--- src/rtl/hsct_pkg.sv ---
// constants shared by the sync timing and control register block
// assumes a single pixel-rate clock and synchronous active-high reset
package hsct_pkg;
	// register offsets
	localparam logic [7:0] REG_REVISION    = 8'h00;
	localparam logic [7:0] REG_DIV_HIGH    = 8'h01;
	localparam logic [7:0] REG_DIV_LOW     = 8'h02;
	localparam logic [7:0] REG_VCO_PUMP    = 8'h03;
	localparam logic [7:0] REG_PHASE       = 8'h04;
	localparam logic [7:0] REG_CLAMP_START = 8'h05;
	localparam logic [7:0] REG_CLAMP_LEN   = 8'h06;
	localparam logic [7:0] REG_SYNC_WIDTH  = 8'h07;
	localparam logic [7:0] REG_RED_RANGE   = 8'h08;
	localparam logic [7:0] REG_GREEN_RANGE = 8'h09;
	localparam logic [7:0] REG_BLUE_RANGE  = 8'h0A;
	localparam logic [7:0] REG_RED_SHIFT   = 8'h0B;
	localparam logic [7:0] REG_SYNC_CTRL   = 8'h0E;
	// values after reset
	localparam logic [7:0] RST_DIV_HIGH    = 8'h69;
	localparam logic [3:0] RST_DIV_LOW     = 4'hD;
	localparam logic [1:0] RST_VCO         = 2'h1;
	localparam logic [2:0] RST_PUMP        = 3'h1;
	localparam logic [4:0] RST_PHASE       = 5'h10;
	localparam logic [7:0] RST_CLAMP_START = 8'h80;
	localparam logic [7:0] RST_CLAMP_LEN   = 8'h80;
	localparam logic [7:0] RST_SYNC_WIDTH  = 8'h20;
	localparam logic [7:0] RST_RANGE       = 8'h80;
	localparam logic [6:0] RST_RED_SHIFT   = 7'h40;
	localparam logic [7:0] RST_SYNC_CTRL   = 8'h40;
	// field positions
	localparam int SYNC_OUT_POL_BIT = 5;
	// output pipeline: data sets presented before valid data
	localparam int          PIPE_DEPTH  = 4;
	localparam logic [2:0]  FLUSH_SETS  = 3'h4;
endpackage : hsct_pkg

--- src/rtl/hsct_timing_ctrl.sv ---
// top of the sync timing and control register block
// assumes the pixel clock is clk_sys_i; the analog pll, phase delay line,
// converters and clamp switches sit outside and take these settings
`timescale 1ns/10ps

// Summary of operation
// - sampling clock follows hsync; phase settable over a full period in 32 steps.
// - phase field bits 7:3 delays sampling by one thirty-second period per count.
// - incoming hsync polarity is detected; output polarity chosen by sync control bit 5.
// - output sync stays aligned with output data clock and pixel data.
// - output sync active for the pixel count in the width register, reset 32.
// - coast is asynchronous and freezes pll reference while asserted.
// - divider bits 11:4 come from the divider high register, reset 0x69.
// - divider low register bits 7:4 give divider bits 3:0, reset 1101.
// - vco range bits 7:6 and pump current bits 5:3, reset 01 and 001.
// - clamp starts the programmed pixel count after hsync trailing edge, reset 128.
// - clamp stays active for the count in the clamp length register.
// - three 8-bit channel range registers, each resetting to 128.
// - red level shift holds a 7-bit offset in bits 7:1, reset 1000000.
// - read-only silicon revision at address zero; writes ignored.
// - host reads and writes registers over the two-wire port; contents drive modes.
// - each phase step is 1/32 cycle; output sync gets the same phase shift.
// - polarity bit 0 gives active-high output sync, 1 gives active-low.
// - four data sets come out of the pipeline before valid data.
module hsct_timing_ctrl #(
	parameter logic [7:0] REVISION = 8'h01, // arbitrary value
	parameter logic [6:0] DEV_ADDR = 7'h4C, // arbitrary value
	parameter int         PIX_W    = 24
) (
	input  wire logic             clk_sys_i,
	input  wire logic             srst_i,
	input  wire logic             scl_i,
	input  wire logic             sda_i,
	output logic                  sda_o,
	output logic                  sda_oe_n_o,
	input  wire logic             hsync_i,
	input  wire logic             coast_i,
	input  wire logic [PIX_W-1:0] pixel_in_i,
	output logic [PIX_W-1:0]      pixel_out_o,
	output logic                  pixel_valid_o,
	output logic                  line_sync_out_o,
	output logic                  clamp_o,
	output logic                  pll_ref_o,
	output logic                  pll_ref_en_o,
	output logic [11:0]           pll_divider_o,
	output logic [1:0]            vco_range_o,
	output logic [2:0]            pump_current_o,
	output logic [4:0]            sample_phase_o,
	output logic [4:0]            sync_phase_o,
	output logic [7:0]            red_range_o,
	output logic [7:0]            green_range_o,
	output logic [7:0]            blue_range_o,
	output logic [6:0]            red_level_shift_o
);
	localparam int PD = hsct_pkg::PIPE_DEPTH;

	typedef struct packed {
		logic [7:0]                div_high;
		logic [3:0]                div_low;
		logic [1:0]                vco;
		logic [2:0]                pump;
		logic [4:0]                phase;
		logic [7:0]                clamp_start;
		logic [7:0]                clamp_len;
		logic [7:0]                sync_width;
		logic [2:0][7:0]           range;
		logic [6:0]                red_shift;
		logic [7:0]                sync_ctrl;
		logic                      coast_s1;
		logic                      coast_s2;
		logic                      ref_en;
		logic                      ref_lvl;
		logic                      clamp;
		logic [PD-1:0]             sync_pipe;
		logic [PD-1:0][PIX_W-1:0]  pix_pipe;
		logic [2:0]                flush;
		logic                      valid;
	} hsct_top_t;

	hsct_top_t  r;
	hsct_top_t  n;
	logic       wr;
	logic [7:0] wr_addr;
	logic [7:0] wr_data;
	logic [7:0] rd_addr;
	logic [7:0] rd_data;
	logic       sync_act;
	logic       clamp_act;
	logic       pol_high;
	logic       lead;

	// register readback; unmapped addresses read zero
	function automatic logic [7:0] hsct_read(input logic [7:0] a, input hsct_top_t s);
		case (a)
			hsct_pkg::REG_REVISION:    hsct_read = REVISION;
			hsct_pkg::REG_DIV_HIGH:    hsct_read = s.div_high;
			hsct_pkg::REG_DIV_LOW:     hsct_read = {s.div_low, 4'h0};
			hsct_pkg::REG_VCO_PUMP:    hsct_read = {s.vco, s.pump, 3'h0};
			hsct_pkg::REG_PHASE:       hsct_read = {s.phase, 3'h0};
			hsct_pkg::REG_CLAMP_START: hsct_read = s.clamp_start;
			hsct_pkg::REG_CLAMP_LEN:   hsct_read = s.clamp_len;
			hsct_pkg::REG_SYNC_WIDTH:  hsct_read = s.sync_width;
			hsct_pkg::REG_RED_RANGE:   hsct_read = s.range[0];
			hsct_pkg::REG_GREEN_RANGE: hsct_read = s.range[1];
			hsct_pkg::REG_BLUE_RANGE:  hsct_read = s.range[2];
			hsct_pkg::REG_RED_SHIFT:   hsct_read = {s.red_shift, 1'b0};
			hsct_pkg::REG_SYNC_CTRL:   hsct_read = s.sync_ctrl;
			default:                   hsct_read = 8'h00;
		endcase
	endfunction : hsct_read

	assign rd_data = hsct_read(rd_addr, r);

	hsct_twowire_slave #(
		.DEV_ADDR (DEV_ADDR)
	) u_port (
		.clk_sys_i  (clk_sys_i),
		.srst_i     (srst_i),
		.scl_i      (scl_i),
		.sda_i      (sda_i),
		.rd_data_i  (rd_data),
		.sda_o      (sda_o),
		.sda_oe_n_o (sda_oe_n_o),
		.wr_o       (wr),
		.wr_addr_o  (wr_addr),
		.wr_data_o  (wr_data),
		.rd_addr_o  (rd_addr)
	);

	hsct_line_timer #(
		.CW (8)
	) u_timer (
		.clk_sys_i     (clk_sys_i),
		.srst_i        (srst_i),
		.hsync_i       (hsync_i),
		.width_i       (r.sync_width),
		.clamp_start_i (r.clamp_start),
		.clamp_len_i   (r.clamp_len),
		.sync_act_o    (sync_act),
		.clamp_act_o   (clamp_act),
		.pol_high_o    (pol_high),
		.lead_o        (lead)
	);

	// register writes, coast crossing and the output pipeline
	always_comb begin
		n = r;
		if (wr) begin
			case (wr_addr)
				hsct_pkg::REG_DIV_HIGH:    n.div_high = wr_data;
				hsct_pkg::REG_DIV_LOW:     n.div_low = wr_data[7:4];
				hsct_pkg::REG_VCO_PUMP: begin
					n.vco  = wr_data[7:6];
					n.pump = wr_data[5:3];
				end
				hsct_pkg::REG_PHASE:       n.phase = wr_data[7:3];
				hsct_pkg::REG_CLAMP_START: n.clamp_start = wr_data;
				hsct_pkg::REG_CLAMP_LEN:   n.clamp_len = wr_data;
				hsct_pkg::REG_SYNC_WIDTH:  n.sync_width = wr_data;
				hsct_pkg::REG_RED_RANGE:   n.range[0] = wr_data;
				hsct_pkg::REG_GREEN_RANGE: n.range[1] = wr_data;
				hsct_pkg::REG_BLUE_RANGE:  n.range[2] = wr_data;
				hsct_pkg::REG_RED_SHIFT:   n.red_shift = wr_data[7:1];
				hsct_pkg::REG_SYNC_CTRL:   n.sync_ctrl = wr_data;
				default: ; // revision and unmapped writes are dropped
			endcase
		end
		// coast arrives asynchronously, so it crosses in two flops first
		n.coast_s1 = coast_i;
		n.coast_s2 = r.coast_s1;
		n.ref_en   = ~r.coast_s2;
		n.ref_lvl  = ~r.coast_s2 & (hsync_i == pol_high);
		n.clamp    = clamp_act;
		// sync rides the same pipeline depth as the pixels
		n.sync_pipe = {r.sync_pipe[PD-2:0],
			sync_act ^ r.sync_ctrl[hsct_pkg::SYNC_OUT_POL_BIT]};
		n.pix_pipe  = {r.pix_pipe[PD-2:0], pixel_in_i};
		// the first sets out of the pipeline are stale and flagged invalid
		n.flush = (r.flush == hsct_pkg::FLUSH_SETS) ? r.flush : 3'(r.flush + 3'h1);
		n.valid = n.flush == hsct_pkg::FLUSH_SETS;
	end

	always_ff @(posedge clk_sys_i) begin
		if (srst_i) begin
			r             <= '0;
			r.div_high    <= hsct_pkg::RST_DIV_HIGH;
			r.div_low     <= hsct_pkg::RST_DIV_LOW;
			r.vco         <= hsct_pkg::RST_VCO;
			r.pump        <= hsct_pkg::RST_PUMP;
			r.phase       <= hsct_pkg::RST_PHASE;
			r.clamp_start <= hsct_pkg::RST_CLAMP_START;
			r.clamp_len   <= hsct_pkg::RST_CLAMP_LEN;
			r.sync_width  <= hsct_pkg::RST_SYNC_WIDTH;
			r.range       <= {3{hsct_pkg::RST_RANGE}};
			r.red_shift   <= hsct_pkg::RST_RED_SHIFT;
			r.sync_ctrl   <= hsct_pkg::RST_SYNC_CTRL;
			r.ref_en      <= 1'b1;
		end else begin
			r <= n;
		end
	end

	// every output is a register field; phase feeds both delay lines
	assign pixel_out_o       = r.pix_pipe[PD-1];
	assign pixel_valid_o     = r.valid;
	assign line_sync_out_o   = r.sync_pipe[PD-1];
	assign clamp_o           = r.clamp;
	assign pll_ref_o         = r.ref_lvl;
	assign pll_ref_en_o      = r.ref_en;
	assign pll_divider_o     = {r.div_high, r.div_low};
	assign vco_range_o       = r.vco;
	assign pump_current_o    = r.pump;
	assign sample_phase_o    = r.phase;
	assign sync_phase_o      = r.phase;
	assign red_range_o       = r.range[0];
	assign green_range_o     = r.range[1];
	assign blue_range_o      = r.range[2];
	assign red_level_shift_o = r.red_shift;

	// helper: length of the current active output sync run
	logic [8:0] sync_run;
	logic       sync_on;
	assign sync_on = line_sync_out_o ^ r.sync_ctrl[hsct_pkg::SYNC_OUT_POL_BIT];
	always_ff @(posedge clk_sys_i) begin
		if (srst_i)
			sync_run <= 9'h000;
		else
			sync_run <= sync_on ? 9'(sync_run + 9'h001) : 9'h000;
	end

	property p_div_high;
		@(posedge clk_sys_i) disable iff (srst_i)
		wr && wr_addr == hsct_pkg::REG_DIV_HIGH |=> pll_divider_o[11:4] == $past(wr_data);
	endproperty
	a_div_high: assert property (p_div_high) else $error("divider high not applied");

	property p_div_low;
		@(posedge clk_sys_i) disable iff (srst_i)
		wr && wr_addr == hsct_pkg::REG_DIV_LOW |=> pll_divider_o[3:0] == $past(wr_data[7:4]);
	endproperty
	a_div_low: assert property (p_div_low) else $error("divider low not applied");

	property p_vco_pump;
		@(posedge clk_sys_i) disable iff (srst_i)
		wr && wr_addr == hsct_pkg::REG_VCO_PUMP |=>
			{vco_range_o, pump_current_o} == $past(wr_data[7:3]);
	endproperty
	a_vco_pump: assert property (p_vco_pump) else $error("vco or pump not applied");

	property p_phase;
		@(posedge clk_sys_i) disable iff (srst_i)
		wr && wr_addr == hsct_pkg::REG_PHASE |=>
			sample_phase_o == $past(wr_data[7:3]) && sync_phase_o == sample_phase_o;
	endproperty
	a_phase: assert property (p_phase) else $error("phase not applied to both");

	property p_revision;
		@(posedge clk_sys_i) disable iff (srst_i)
		rd_addr == hsct_pkg::REG_REVISION |-> rd_data == REVISION;
	endproperty
	a_revision: assert property (p_revision) else $error("revision readback wrong");

	property p_coast;
		@(posedge clk_sys_i) disable iff (srst_i)
		coast_i [*3] |=> !pll_ref_en_o && !pll_ref_o;
	endproperty
	a_coast: assert property (p_coast) else $error("reference not frozen by coast");

	property p_flush;
		@(posedge clk_sys_i) disable iff (srst_i)
		$fell(srst_i) |-> !pixel_valid_o [*4] ##1 pixel_valid_o;
	endproperty
	a_flush: assert property (p_flush) else $error("flush count wrong");

	property p_align;
		@(posedge clk_sys_i) disable iff (srst_i)
		pixel_valid_o |-> pixel_out_o == $past(pixel_in_i, 4);
	endproperty
	a_align: assert property (p_align) else $error("pixel pipeline depth wrong");

	// polarity is the one in force when the sample entered the pipeline
	property p_sync_pol;
		@(posedge clk_sys_i) disable iff (srst_i)
		pixel_valid_o |-> line_sync_out_o ==
			($past(sync_act, 4) ^ $past(r.sync_ctrl[hsct_pkg::SYNC_OUT_POL_BIT], 4));
	endproperty
	a_sync_pol: assert property (p_sync_pol) else $error("output sync polarity wrong");

	// a polarity flip shows a short false run until the pipeline catches up
	property p_sync_width;
		@(posedge clk_sys_i) disable iff (srst_i)
		$fell(sync_on) && $stable(r.sync_width) && $past(r.sync_ctrl, 5) == r.sync_ctrl |->
			sync_run == {1'b0, r.sync_width};
	endproperty
	a_sync_width: assert property (p_sync_width) else $error("output sync width wrong");

	c_write:  cover property (@(posedge clk_sys_i) disable iff (srst_i) wr);
	c_coast:  cover property (@(posedge clk_sys_i) disable iff (srst_i) $fell(pll_ref_en_o));
	c_clamp:  cover property (@(posedge clk_sys_i) disable iff (srst_i) $rose(clamp_o));
	c_sync:   cover property (@(posedge clk_sys_i) disable iff (srst_i) lead ##1 sync_act);
endmodule : hsct_timing_ctrl

--- src/rtl/hsct_twowire_slave.sv ---
// two-wire serial slave: device byte, register pointer, data bytes
// assumes scl and sda already synchronous to clk_sys_i; sda is open drain
`timescale 1ns/10ps
module hsct_twowire_slave #(
	parameter logic [6:0] DEV_ADDR = 7'h4C // arbitrary value
) (
	input  wire logic       clk_sys_i,
	input  wire logic       srst_i,
	input  wire logic       scl_i,
	input  wire logic       sda_i,
	input  wire logic [7:0] rd_data_i,
	output logic            sda_o,
	output logic            sda_oe_n_o,
	output logic            wr_o,
	output logic [7:0]      wr_addr_o,
	output logic [7:0]      wr_data_o,
	output logic [7:0]      rd_addr_o
);
	typedef enum logic [2:0] {S_IDLE, S_RX, S_ACKQ, S_ACK, S_TX, S_MACK} hsct_tw_state_t;
	typedef enum logic [1:0] {K_DEV, K_PTR, K_DAT} hsct_tw_kind_t;
	typedef struct packed {
		hsct_tw_state_t st;
		hsct_tw_kind_t  kind;
		logic           rw;
		logic [2:0]     cnt;
		logic [7:0]     sh;
		logic [7:0]     ptr;
		logic           drv;
		logic           wr;
		logic [7:0]     waddr;
		logic [7:0]     wdata;
		logic           scl_q;
		logic           sda_q;
	} hsct_tw_t;

	hsct_tw_t r;
	hsct_tw_t n;
	logic     rise;
	logic     fall;
	logic     start;
	logic     stop;
	logic [7:0] byte_in;

	// bus conditions from the previous sampled levels
	assign rise    = scl_i & ~r.scl_q;
	assign fall    = ~scl_i & r.scl_q;
	assign start   = scl_i & r.scl_q & r.sda_q & ~sda_i;
	assign stop    = scl_i & r.scl_q & ~r.sda_q & sda_i;
	assign byte_in = {r.sh[6:0], sda_i};

	// protocol sequencer; sda only changes after scl falls to keep setup
	always_comb begin
		n       = r;
		n.wr    = 1'b0;
		n.scl_q = scl_i;
		n.sda_q = sda_i;
		if (start) begin
			n.st   = S_RX;
			n.kind = K_DEV;
			n.cnt  = 3'h0;
			n.drv  = 1'b0;
		end else if (stop) begin
			n.st  = S_IDLE;
			n.drv = 1'b0;
		end else begin
			case (r.st)
				S_RX: if (rise) begin
					n.sh  = byte_in;
					n.cnt = 3'(r.cnt + 3'h1);
					if (r.cnt == 3'h7) begin
						n.st = S_ACKQ;
						case (r.kind)
							K_DEV: begin
								n.rw   = sda_i;
								n.kind = K_PTR;
								if (r.sh[6:0] != DEV_ADDR)
									n.st = S_IDLE; // not addressed: stay silent
							end
							K_PTR: begin
								n.ptr  = byte_in;
								n.kind = K_DAT;
							end
							default: begin
								n.wr    = 1'b1;
								n.waddr = r.ptr;
								n.wdata = byte_in;
								n.ptr   = 8'(r.ptr + 8'h01);
							end
						endcase
					end
				end
				S_ACKQ: if (fall) begin
					n.drv = 1'b1;
					n.st  = S_ACK;
				end
				S_ACK: if (fall) begin
					n.cnt = 3'h0;
					if (r.rw) begin
						n.sh  = rd_data_i;
						n.ptr = 8'(r.ptr + 8'h01);
						n.drv = ~rd_data_i[7];
						n.st  = S_TX;
					end else begin
						n.drv = 1'b0;
						n.st  = S_RX;
					end
				end
				S_TX: if (fall) begin
					n.cnt = 3'(r.cnt + 3'h1);
					if (r.cnt == 3'h7) begin
						n.drv = 1'b0;
						n.st  = S_MACK;
					end else begin
						n.sh  = {r.sh[6:0], 1'b0};
						n.drv = ~r.sh[6];
					end
				end
				S_MACK: if (rise)
					n.st = sda_i ? S_IDLE : S_ACK; // master nack ends the read
				default: n.st = S_IDLE;
			endcase
		end
	end

	always_ff @(posedge clk_sys_i) begin
		if (srst_i) begin
			r <= '{st: S_IDLE, kind: K_DEV, scl_q: 1'b1, sda_q: 1'b1, default: '0};
		end else begin
			r <= n;
		end
	end

	assign sda_o      = 1'b0;
	assign sda_oe_n_o = ~r.drv;
	assign wr_o       = r.wr;
	assign wr_addr_o  = r.waddr;
	assign wr_data_o  = r.wdata;
	assign rd_addr_o  = r.ptr;
endmodule : hsct_twowire_slave

--- src/rtl/hsct_line_timer.sv ---
// horizontal sync polarity detect, output sync width and clamp timing
// assumes hsync_i synchronous to the pixel clock; counts in pixel clocks
`timescale 1ns/10ps
module hsct_line_timer #(
	parameter int CW = 8
) (
	input  wire logic          clk_sys_i,
	input  wire logic          srst_i,
	input  wire logic          hsync_i,
	input  wire logic [CW-1:0] width_i,
	input  wire logic [CW-1:0] clamp_start_i,
	input  wire logic [CW-1:0] clamp_len_i,
	output logic               sync_act_o,
	output logic               clamp_act_o,
	output logic               pol_high_o,
	output logic               lead_o
);
	typedef struct packed {
		logic          hs_q;
		logic [15:0]   run;
		logic [15:0]   hi_len;
		logic [15:0]   lo_len;
		logic          pol_high;
		logic [CW-1:0] sync_cnt;
		logic [CW-1:0] dly;
		logic          wait_f;
		logic [CW-1:0] clamp_cnt;
	} hsct_lt_t;

	hsct_lt_t r;
	hsct_lt_t n;
	logic     edge_f;
	logic     lead;
	logic     trail;

	assign edge_f = hsync_i != r.hs_q;
	assign lead   = edge_f & (hsync_i == r.pol_high);
	assign trail  = edge_f & (hsync_i != r.pol_high);

	// the shorter of the two levels is taken as the active pulse
	always_comb begin
		n      = r;
		n.hs_q = hsync_i;
		n.run  = edge_f ? 16'h0001 : ((&r.run) ? r.run : 16'(r.run + 16'h0001));
		if (edge_f) begin
			if (r.hs_q)
				n.hi_len = r.run;
			else
				n.lo_len = r.run;
		end
		n.pol_high = n.hi_len < n.lo_len;
		// output sync width restarts on every leading edge
		if (lead)
			n.sync_cnt = width_i;
		else if (r.sync_cnt != '0)
			n.sync_cnt = CW'(r.sync_cnt - 1'b1);
		// clamp waits its placement from the trailing edge, then runs its length
		if (trail) begin
			n.wait_f    = 1'b1;
			n.dly       = clamp_start_i;
			n.clamp_cnt = '0;
		end else if (r.wait_f) begin
			if (r.dly == '0) begin
				n.wait_f    = 1'b0;
				n.clamp_cnt = clamp_len_i;
			end else begin
				n.dly = CW'(r.dly - 1'b1);
			end
		end else if (r.clamp_cnt != '0) begin
			n.clamp_cnt = CW'(r.clamp_cnt - 1'b1);
		end
	end

	always_ff @(posedge clk_sys_i) begin
		if (srst_i) begin
			r <= '0;
		end else begin
			r <= n;
		end
	end

	// sync is a next-state view so the top can register it in step with the data
	assign sync_act_o  = n.sync_cnt != '0;
	assign clamp_act_o = r.clamp_cnt != '0;
	assign pol_high_o  = r.pol_high;
	assign lead_o      = lead;
endmodule : hsct_line_timer

--- config.mk ---
export PLATFORM = sky130hd
export DESIGN_NAME = hsct_timing_ctrl
export DESIGN_NICKNAME = d
export VERILOG_FILES = /design/src/rtl/hsct_pkg.sv /design/src/rtl/hsct_timing_ctrl.sv /design/src/rtl/hsct_twowire_slave.sv /design/src/rtl/hsct_line_timer.sv
export SDC_FILE = /design/constraint.sdc
export NUM_CORES = 1
export LEC_CHECK = 0
export BUFFER_PORTS_ARGS = -buffer_cell sky130_fd_sc_hd__buf_2
export CORE_AREA = 2 2 147 163
export DETAILED_ROUTE_END_ITERATION = 12
export DIE_AREA = 0 0 149 165
export PLACE_DENSITY = 0.79
export SETUP_SLACK_MARGIN = 0.1
export SYNTH_ARGS = -nofsm -noshare
export SYNTH_HDL_FRONTEND = slang
export SYNTH_SLANG_ARGS = --single-unit
--- constraint.sdc ---
create_clock -name clk_sys_i -period 4.06 [get_ports clk_sys_i]
set_input_delay 0.203 -clock clk_sys_i [delete_from_list [all_inputs] [get_ports clk_sys_i]]
set_output_delay 0.203 -clock clk_sys_i [all_outputs]
set_load 0.005 [all_outputs]
# Word-level counts from Yosys, hierarchy flattened
# Index checks and enable logic that the tools add are counted.
[word_totals]
register_bits = 314
romBits = 0
latchBits = 0
memories = 0
mem_bits_rw = 0
inputBits = 30
out_inout_bits = 89
wordCells = 227
[classes]
div_mod_pow = 0
n_reduce_logical = 42
order_cmp = 1
eq_ne = 57
shifts = 0
bitwise_logic = 25
n_mux = 47
multipliers = 0
n_addsub = 7
[op_table]
columns = ["cell", "n"]
rows = [
  ["one-hot mux 8 bit (13 select lines)", 1],
  ["== test 8 x 4 -> 1 bit (second input constant)", 10],
  ["== test 8 x 3 -> 1 bit (second input constant)", 8],
  ["two-way mux 8 bit", 7],
  ["two-way mux 16 bit", 3],
  ["two-way mux 17 bit", 2],
  ["one-hot mux 11 bit (3 select lines)", 1],
  ["== test 8 x 2 -> 1 bit (second input constant)", 4],
  ["two-way mux 32 bit", 1],
  ["one-hot mux 8 bit (2 select lines)", 2],
  ["two-way mux 3 bit", 10],
  ["inequality test 4 x 1 -> 1 bit (second input constant)", 7],
  ["AND reduction 2 bit", 14],
  ["two-way mux 25 bit", 1],
  ["nonzero test 8 bit", 3],
  ["subtractor 8 x 1 -> 8 bit (second input constant)", 3],
  ["two-way mux 22 bit", 1],
  ["two-way mux 20 bit", 1],
  ["inequality test 2 x 1 -> 1 bit (second input constant)", 10],
  ["two-way mux 9 bit", 2],
  ["adder 16 x 1 -> 16 bit (second input constant)", 1],
  ["== test 8 x 1 -> 1 bit (second input constant)", 2],
  ["logical NOT 8 bit", 2],
  ["less-than comparator 16 bit", 1],
  ["32 further kinds", 82],
]

# Logic depth before layout (Yosys ltp)
[logic_depth]
ltp_word = 8
depth_mapped = 11
ltp_nobuf = 9

# Hierarchy
# A second synthesis with hierarchy kept.
[unflattened]
hier_cells = 1481
hier_area_um2 = 14127.3
[by_module_without_submodules]
columns = ["mod", "n_inst", "area_per_inst_um2", "cells_per_inst", "seq_area_each_um2"]
rows = [
  ["hsct_timing_ctrl", 1, 7692.4, 746, 3883.7],
  ["hsct_line_timer", 1, 4001.3, 444, 1501.4],
  ["hsct_twowire_slave", 1, 2433.6, 291, 880.8],
]

# Worst setup path before layout
# OpenSTA, ideal clock, no wires.
[synth_timing]
path_kind = "in2reg"
start = "in hsync_i"
end = "reg u_timer.r, in the netlist u_timer.pol_high_o"
n_path_buf = 3
setup_time_ns = 0.146
cell_stages = 10
arrival_ns = 2.372
slack_ns = 1.542
t_required_ns = 3.914
path_cell_list = "buf_6 or2b_1 buf_2 buf_1 mux2i_1 ha_1 nand4_1 a2111oi_0 a21boi_0 a311oi_1"
[synth_via]
elab_chain_cells = 3
[synth_lines]
columns = ["element", "line_no", "text"]
rows = [
  ["from (decl)", "hsct_timing_ctrl.sv:36", "input wire logic hsync_i,"],
  ["inequality test 1 bit", "hsct_line_timer.sv:36", "assign edge_f = hsync_i != r.hs_q;"],
  ["two-way mux 32 bit", "hsct_line_timer.sv:45", "if (edge_f) begin"],
  ["less-than comparator 16 bit", "hsct_line_timer.sv:51", "n.pol_high = n.hi_len < n.lo_len;"],
  ["to (signal assigned)", "hsct_line_timer.sv:78", "r <= n;"],
  ["to (decl)", "hsct_line_timer.sv:30", "hsct_lt_t r;"],
]
# No other way between the ends.
# A chain may end at the register's enable or synchronous reset.

==> impl_table.tex <==
\begin{tabular}{lr}
\hline
Metric & Value \\
\hline
\multicolumn{2}{l}{\textbf{CTS}} \\
CTS-repair resized insts & 0 \\
Clock sink count & $\sim$310 \\
Clock transition at the registers of the reported paths & around 70 ps \\
CTS HTree Levels & 1 \\
Clock tree from TritonCTS & built \\
Max clock buf depth & 3 \\
Later-pin clock latency in the skew report & between 500 and 600 ps \\
Library cell used as clock root buffer & clkbuf\_16 \\
CTS buffer count & 30 \\
\multicolumn{2}{l}{\textbf{Timing}} \\
Final Cycle Share & 73.5\% \\
Final Hold Vio Count & 0 \\
Clock period minus worst slack & 2990 ps \\
Max-slew violation count & 0 \\
Total negative slack & 0 ps \\
Slew @ Worst Pin & around 1200 ps \\
Highest clock rate & approximately 330 MHz \\
Worst max-slew margin expressed relative to the limit & a little over a fifth \\
Setup Viol. Count Final & 0 \\
Clock Skews & 15.5 ps \\
Setup repair after global routing missed its margin & no \\
\multicolumn{2}{l}{\textbf{Yosys}} \\
Synthesized area per cell & between 9 and 10 sq um \\
Ranking of synthesized cells by area & dfxtp\_1, nor2b\_1, buf\_4, mux2i\_1, nor2\_1 \\
Most frequent cell after synthesis & dfxtp\_1 \\
Predominant post-synthesis flop cell & dfxtp\_1 \\
Cell accounting for the most synthesized area & dfxtp\_1 \\
Multiplexer area fraction after synthesis & between 6 and 7\% \\
Sequential area share after synthesis & a little under half \\
Async SR Flop Fraction & 0\% \\
Xor and xnor area share after synthesis & slightly below 2\% \\
Post-synthesis cell type count & between 80 and 90 \\
Synthesized netlist net count & between 1,500 and 2,000 \\
Synth top area share & between 40\% and 50\% \\
EDFF count, synth & 0 \\
Gate count of the mapped netlist & about 1,500 \\
Post-Synth Simple-Gate Area & a little under a quarter \\
Adder-cell share of the synthesized area & 2.59\% \\
Register bit count reported by yosys & about 310 \\
Compound-gate portion of the synthesized area & approximately an eighth \\
Synth Cell Area & roughly 0.014 sq mm \\
Main combinational cell family by area after synthesis & simple AND/OR/NAND/NOR gates \\
Synth warn & 0 \\
Most numerous cell types in the synthesized netlist & dfxtp\_1, nor2\_1, nor2b\_1, nand2\_1, a21oi\_1 \\
\multicolumn{2}{l}{\textbf{Detailed routing}} \\
Total wire length & around 32 mm \\
DRT iter0 DRCs & between 700 and 800 \\
DRC errors left & 0 \\
Avg Vias per Cell & 5.73 \\
Highest metal layer used by the detailed router & met4 \\
DRT met1 WL & 13.6 mm \\
Wire length on met2 & roughly 15 mm \\
Total via count in the routed design & between 10,000 and 15,000 \\
Met3 wire length & around 2 mm \\
Detailed-route wire length per cell & around 17 microns \\
Antenna Nets Post-Route & 0 \\
Number of detailed-route iterations in the first pass & 6 \\
\multicolumn{2}{l}{\textbf{Power and ir drop}} \\
Switching share of power & 25.5\% \\
Switching Power & between 1500 and 2000 uW \\
Power per cell area & between 400 and 500 mW/mm\^{}2 \\
Pint & $\sim$5400 uW \\
Logic gate share of total power & 13.7\% \\
Worst vdd ir & 0.000364 V \\
Clock Power Share & between 40\% and 50\% \\
Reg power frac & 45.7\% \\
Pleak & 0.00604 uW \\
\multicolumn{2}{l}{\textbf{Worst setup path}} \\
Crit Path Category & primary input to register \\
R2R depth & 8 \\
Worst setup path start & hsync\_i \\
Arrival @ worst endpoint & around 3400 ps \\
Slack of the worst reg-to-reg path & 1080 ps \\
Required time of the critical path & 4470 ps \\
Delay contributed by the slowest stage of the critical path & slightly below 700 ps \\
Endpoint of the worst-slack reg-to-reg timing path & u\_timer.pol\_high\_o \\
Family with the most delay on the worst path & compound AO/OA/AOI/OAI gates \\
Destination of the critical timing path & u\_timer.pol\_high\_o \\
Reg2reg start & u\_timer.r[74] \\
Sort of element at the end of the critical path & register \\
Slowest stage cell, crit path & or2b\_1 \\
Total number of cells along the worst setup path & 10 \\
Type of origin of the critical path & primary input \\
Highest net fanout along the worst path & 21 \\
Cell-by-cell listing of the critical path & dlygate4sd3\_1, buf\_2, or2b\_1, mux2\_2, ha\_1, a21o\_1, a21oi\_1, a2111oi\_0, a21boi\_0, a311oi\_1 \\
Number of buffers and inverters on the critical path & 2 \\
\multicolumn{2}{l}{\textbf{Flow run}} \\
Total of max-cap violations & 0 \\
\multicolumn{2}{l}{\textbf{Hold path}} \\
Min-delay worst type & primary input to register \\
Hold wc startpoint & srst\_i \\
\multicolumn{2}{l}{\textbf{Layout}} \\
N\_diodes & 0 \\
Fraction of final layout cells with drive strength greater than 1 & between 10 and 15\% \\
Fillcell total & 1,830 \\
Area used by multi-input combinational logic & 0.00619 sq mm \\
Final-stage net count & between 1,500 and 2,000 \\
Area added between synthesis and finish & 10.5\% \\
Final cell area excluding filler cells & 0.0150 sq mm \\
Register Area & 0.00627 sq mm \\
\multicolumn{2}{l}{\textbf{GRT}} \\
Maximum number of pins on one net before global-route repair & approximately 130 \\
Total congestion overflow after global routing & 0 \\
Number of antenna violations at the first check in global routing & 0 \\
Via count of the first global-routing pass & between 9,000 and 10,000 \\
Overall global routing resource usage & between 20\% and 30\% \\
Global-route wire length before repair & 50.3 mm \\
\multicolumn{2}{l}{\textbf{Status}} \\
Result of the run & finished, final reports clean \\
\multicolumn{2}{l}{\textbf{Placed design}} \\
Placed Instance Area & $\sim$0.014 sq mm \\
Half-perimeter wire length after detailed placement & 21.3 mm \\
Last weighted congestion value of the routability-driven placer & around 0.98 \\
Number of buffers inserted by port buffering & 117 \\
\multicolumn{2}{l}{\textbf{Floorplan}} \\
IO Count & between 100 and 150 \\
Core area & between 0.02 and 0.025 sq mm \\
Total Die Area & about 0.025 sq mm \\
Die Span X & between 100 and 150 microns \\
\# rows & 58 \\
Vertical extent of the die & around 170 microns \\
Starting density of the core & 59.4\% \\
\hline
\end{tabular}
## logic make-up (layout without fill, tap and decap cells)
kind of cell | count (synthesis) | after routing
AO/OA/AOI/OAI | 248 | 248
XOR/XNOR | 30 | 30
adder cells (fa/ha/maj) | 28 | 28
buffers and inverters | 198 | 241
flip-flops | 313 | 313
multiplexers | 84 | 84
other | 1 | 1
AND/OR/NAND/NOR | 592 | 592
## power by group through the flow
stage / clock (uW) / sequential [uW] / combinational (uW)
floorplan: 0 / 3360 / 824
global placement: 0 / 3380 / 950
detailed placement: 0 / 3390 / 965
CTS: 3000 / 3320 / 993
global route: 3130 / 3340 / 1120
finish: 2950 / 3320 / 996
## how the worst min path moves through the flow
stage	to	slack (ps)	cells past startpoint
after floorplan	u_port.r[1]	310	1
after global placement	pll_ref_en_o	380	1
after detailed placement	pll_ref_en_o	400	1
after CTS	u_timer.r[17]	250	2
after global routing	n[89]	310	2
final	n[42]	230	2
## final cells by class
cell class	count	area share (%)
Clock buffer	33	5.22
Inverter	25	0.627
Timing Repair Buffer	160	6.59
Multi-Input combinational cell	983	41.3
Tap cell	300	2.51
Sequential cell	313	41.8
Clock inverter	23	1.87
## cells in the final DEF (no fill, tap or decap), types with 6 or more instances in the layout
master	n
and3_1	16
mux2i_1	62
o31ai_1	7
nand2_1	114
nand3b_1	14
xor2_1	10
clkinvlp_4	6
nor2b_1	139
a22oi_1	30
inv_1	24
clkbuf_16	30
dfxtp_1	313
buf_2	116
nand4_1	10
o22ai_1	6
and2_1	7
ha_1	28
nor2_1	144
a211oi_1	20
a211o_1	7
a21o_1	7
buf_4	15
nor3_1	19
xnor2_1	20
mux2_2	20
nand3_1	74
o21ai_0	29
clkinv_2	8
nand2b_1	9
nor4_1	8
dlygate4sd3_1	28
a21oi_1	88
## worst reg2reg max path, stage by stage (launching register included)
cell and delay [ps]:
dfxtp_1 340, or2b_1 720, mux2_2 430, ha_1 290, a21o_1 110, a21oi_1 80
a2111oi_0 530, a21boi_0 270, a311oi_1 70
## metrics by stage
step | total power [uW] | utilization (%) | std cells | setup slack [ps] | hold slack, ps
3_3_place_gp | 4330 | 59.8 | 1753 | 1260 | 376
4_1_cts | 7310 | 65.7 | 1837 | 1080 | 251
6_report | 7260 | 65.7 | 1837 | 1070 | 233
2_1_floorplan | 4180 | - | 1494 | 1540 | 310
5_1_grt | 7590 | 65.7 | 1837 | 897 | 311
3_5_place_dp | 4350 | 59.8 | 1753 | 1180 | 396
## metal layers
layer  vias up  GRT usage, %
li1       5107             -
met1      4939          32.3
met2       394          42.8
met3        89          3.92
met4         0          10.8
met5         -             0
## timing repair
item	in CTS	in global routing
endpoints found under the hold margin	28	0
hold buffers	28	0
setup buffers	0	0
setup endpoints to repair	0	0
## flip-flops by register name, indices dropped and copies added, names as in the netlist, 12 cells and up
signal,flops
r,36
u_port.r,12
n,76
pll_divider_o,12
u_timer.r,74
pixel_out_o,24
Note: power is estimated with default switching activity, not from simulation.
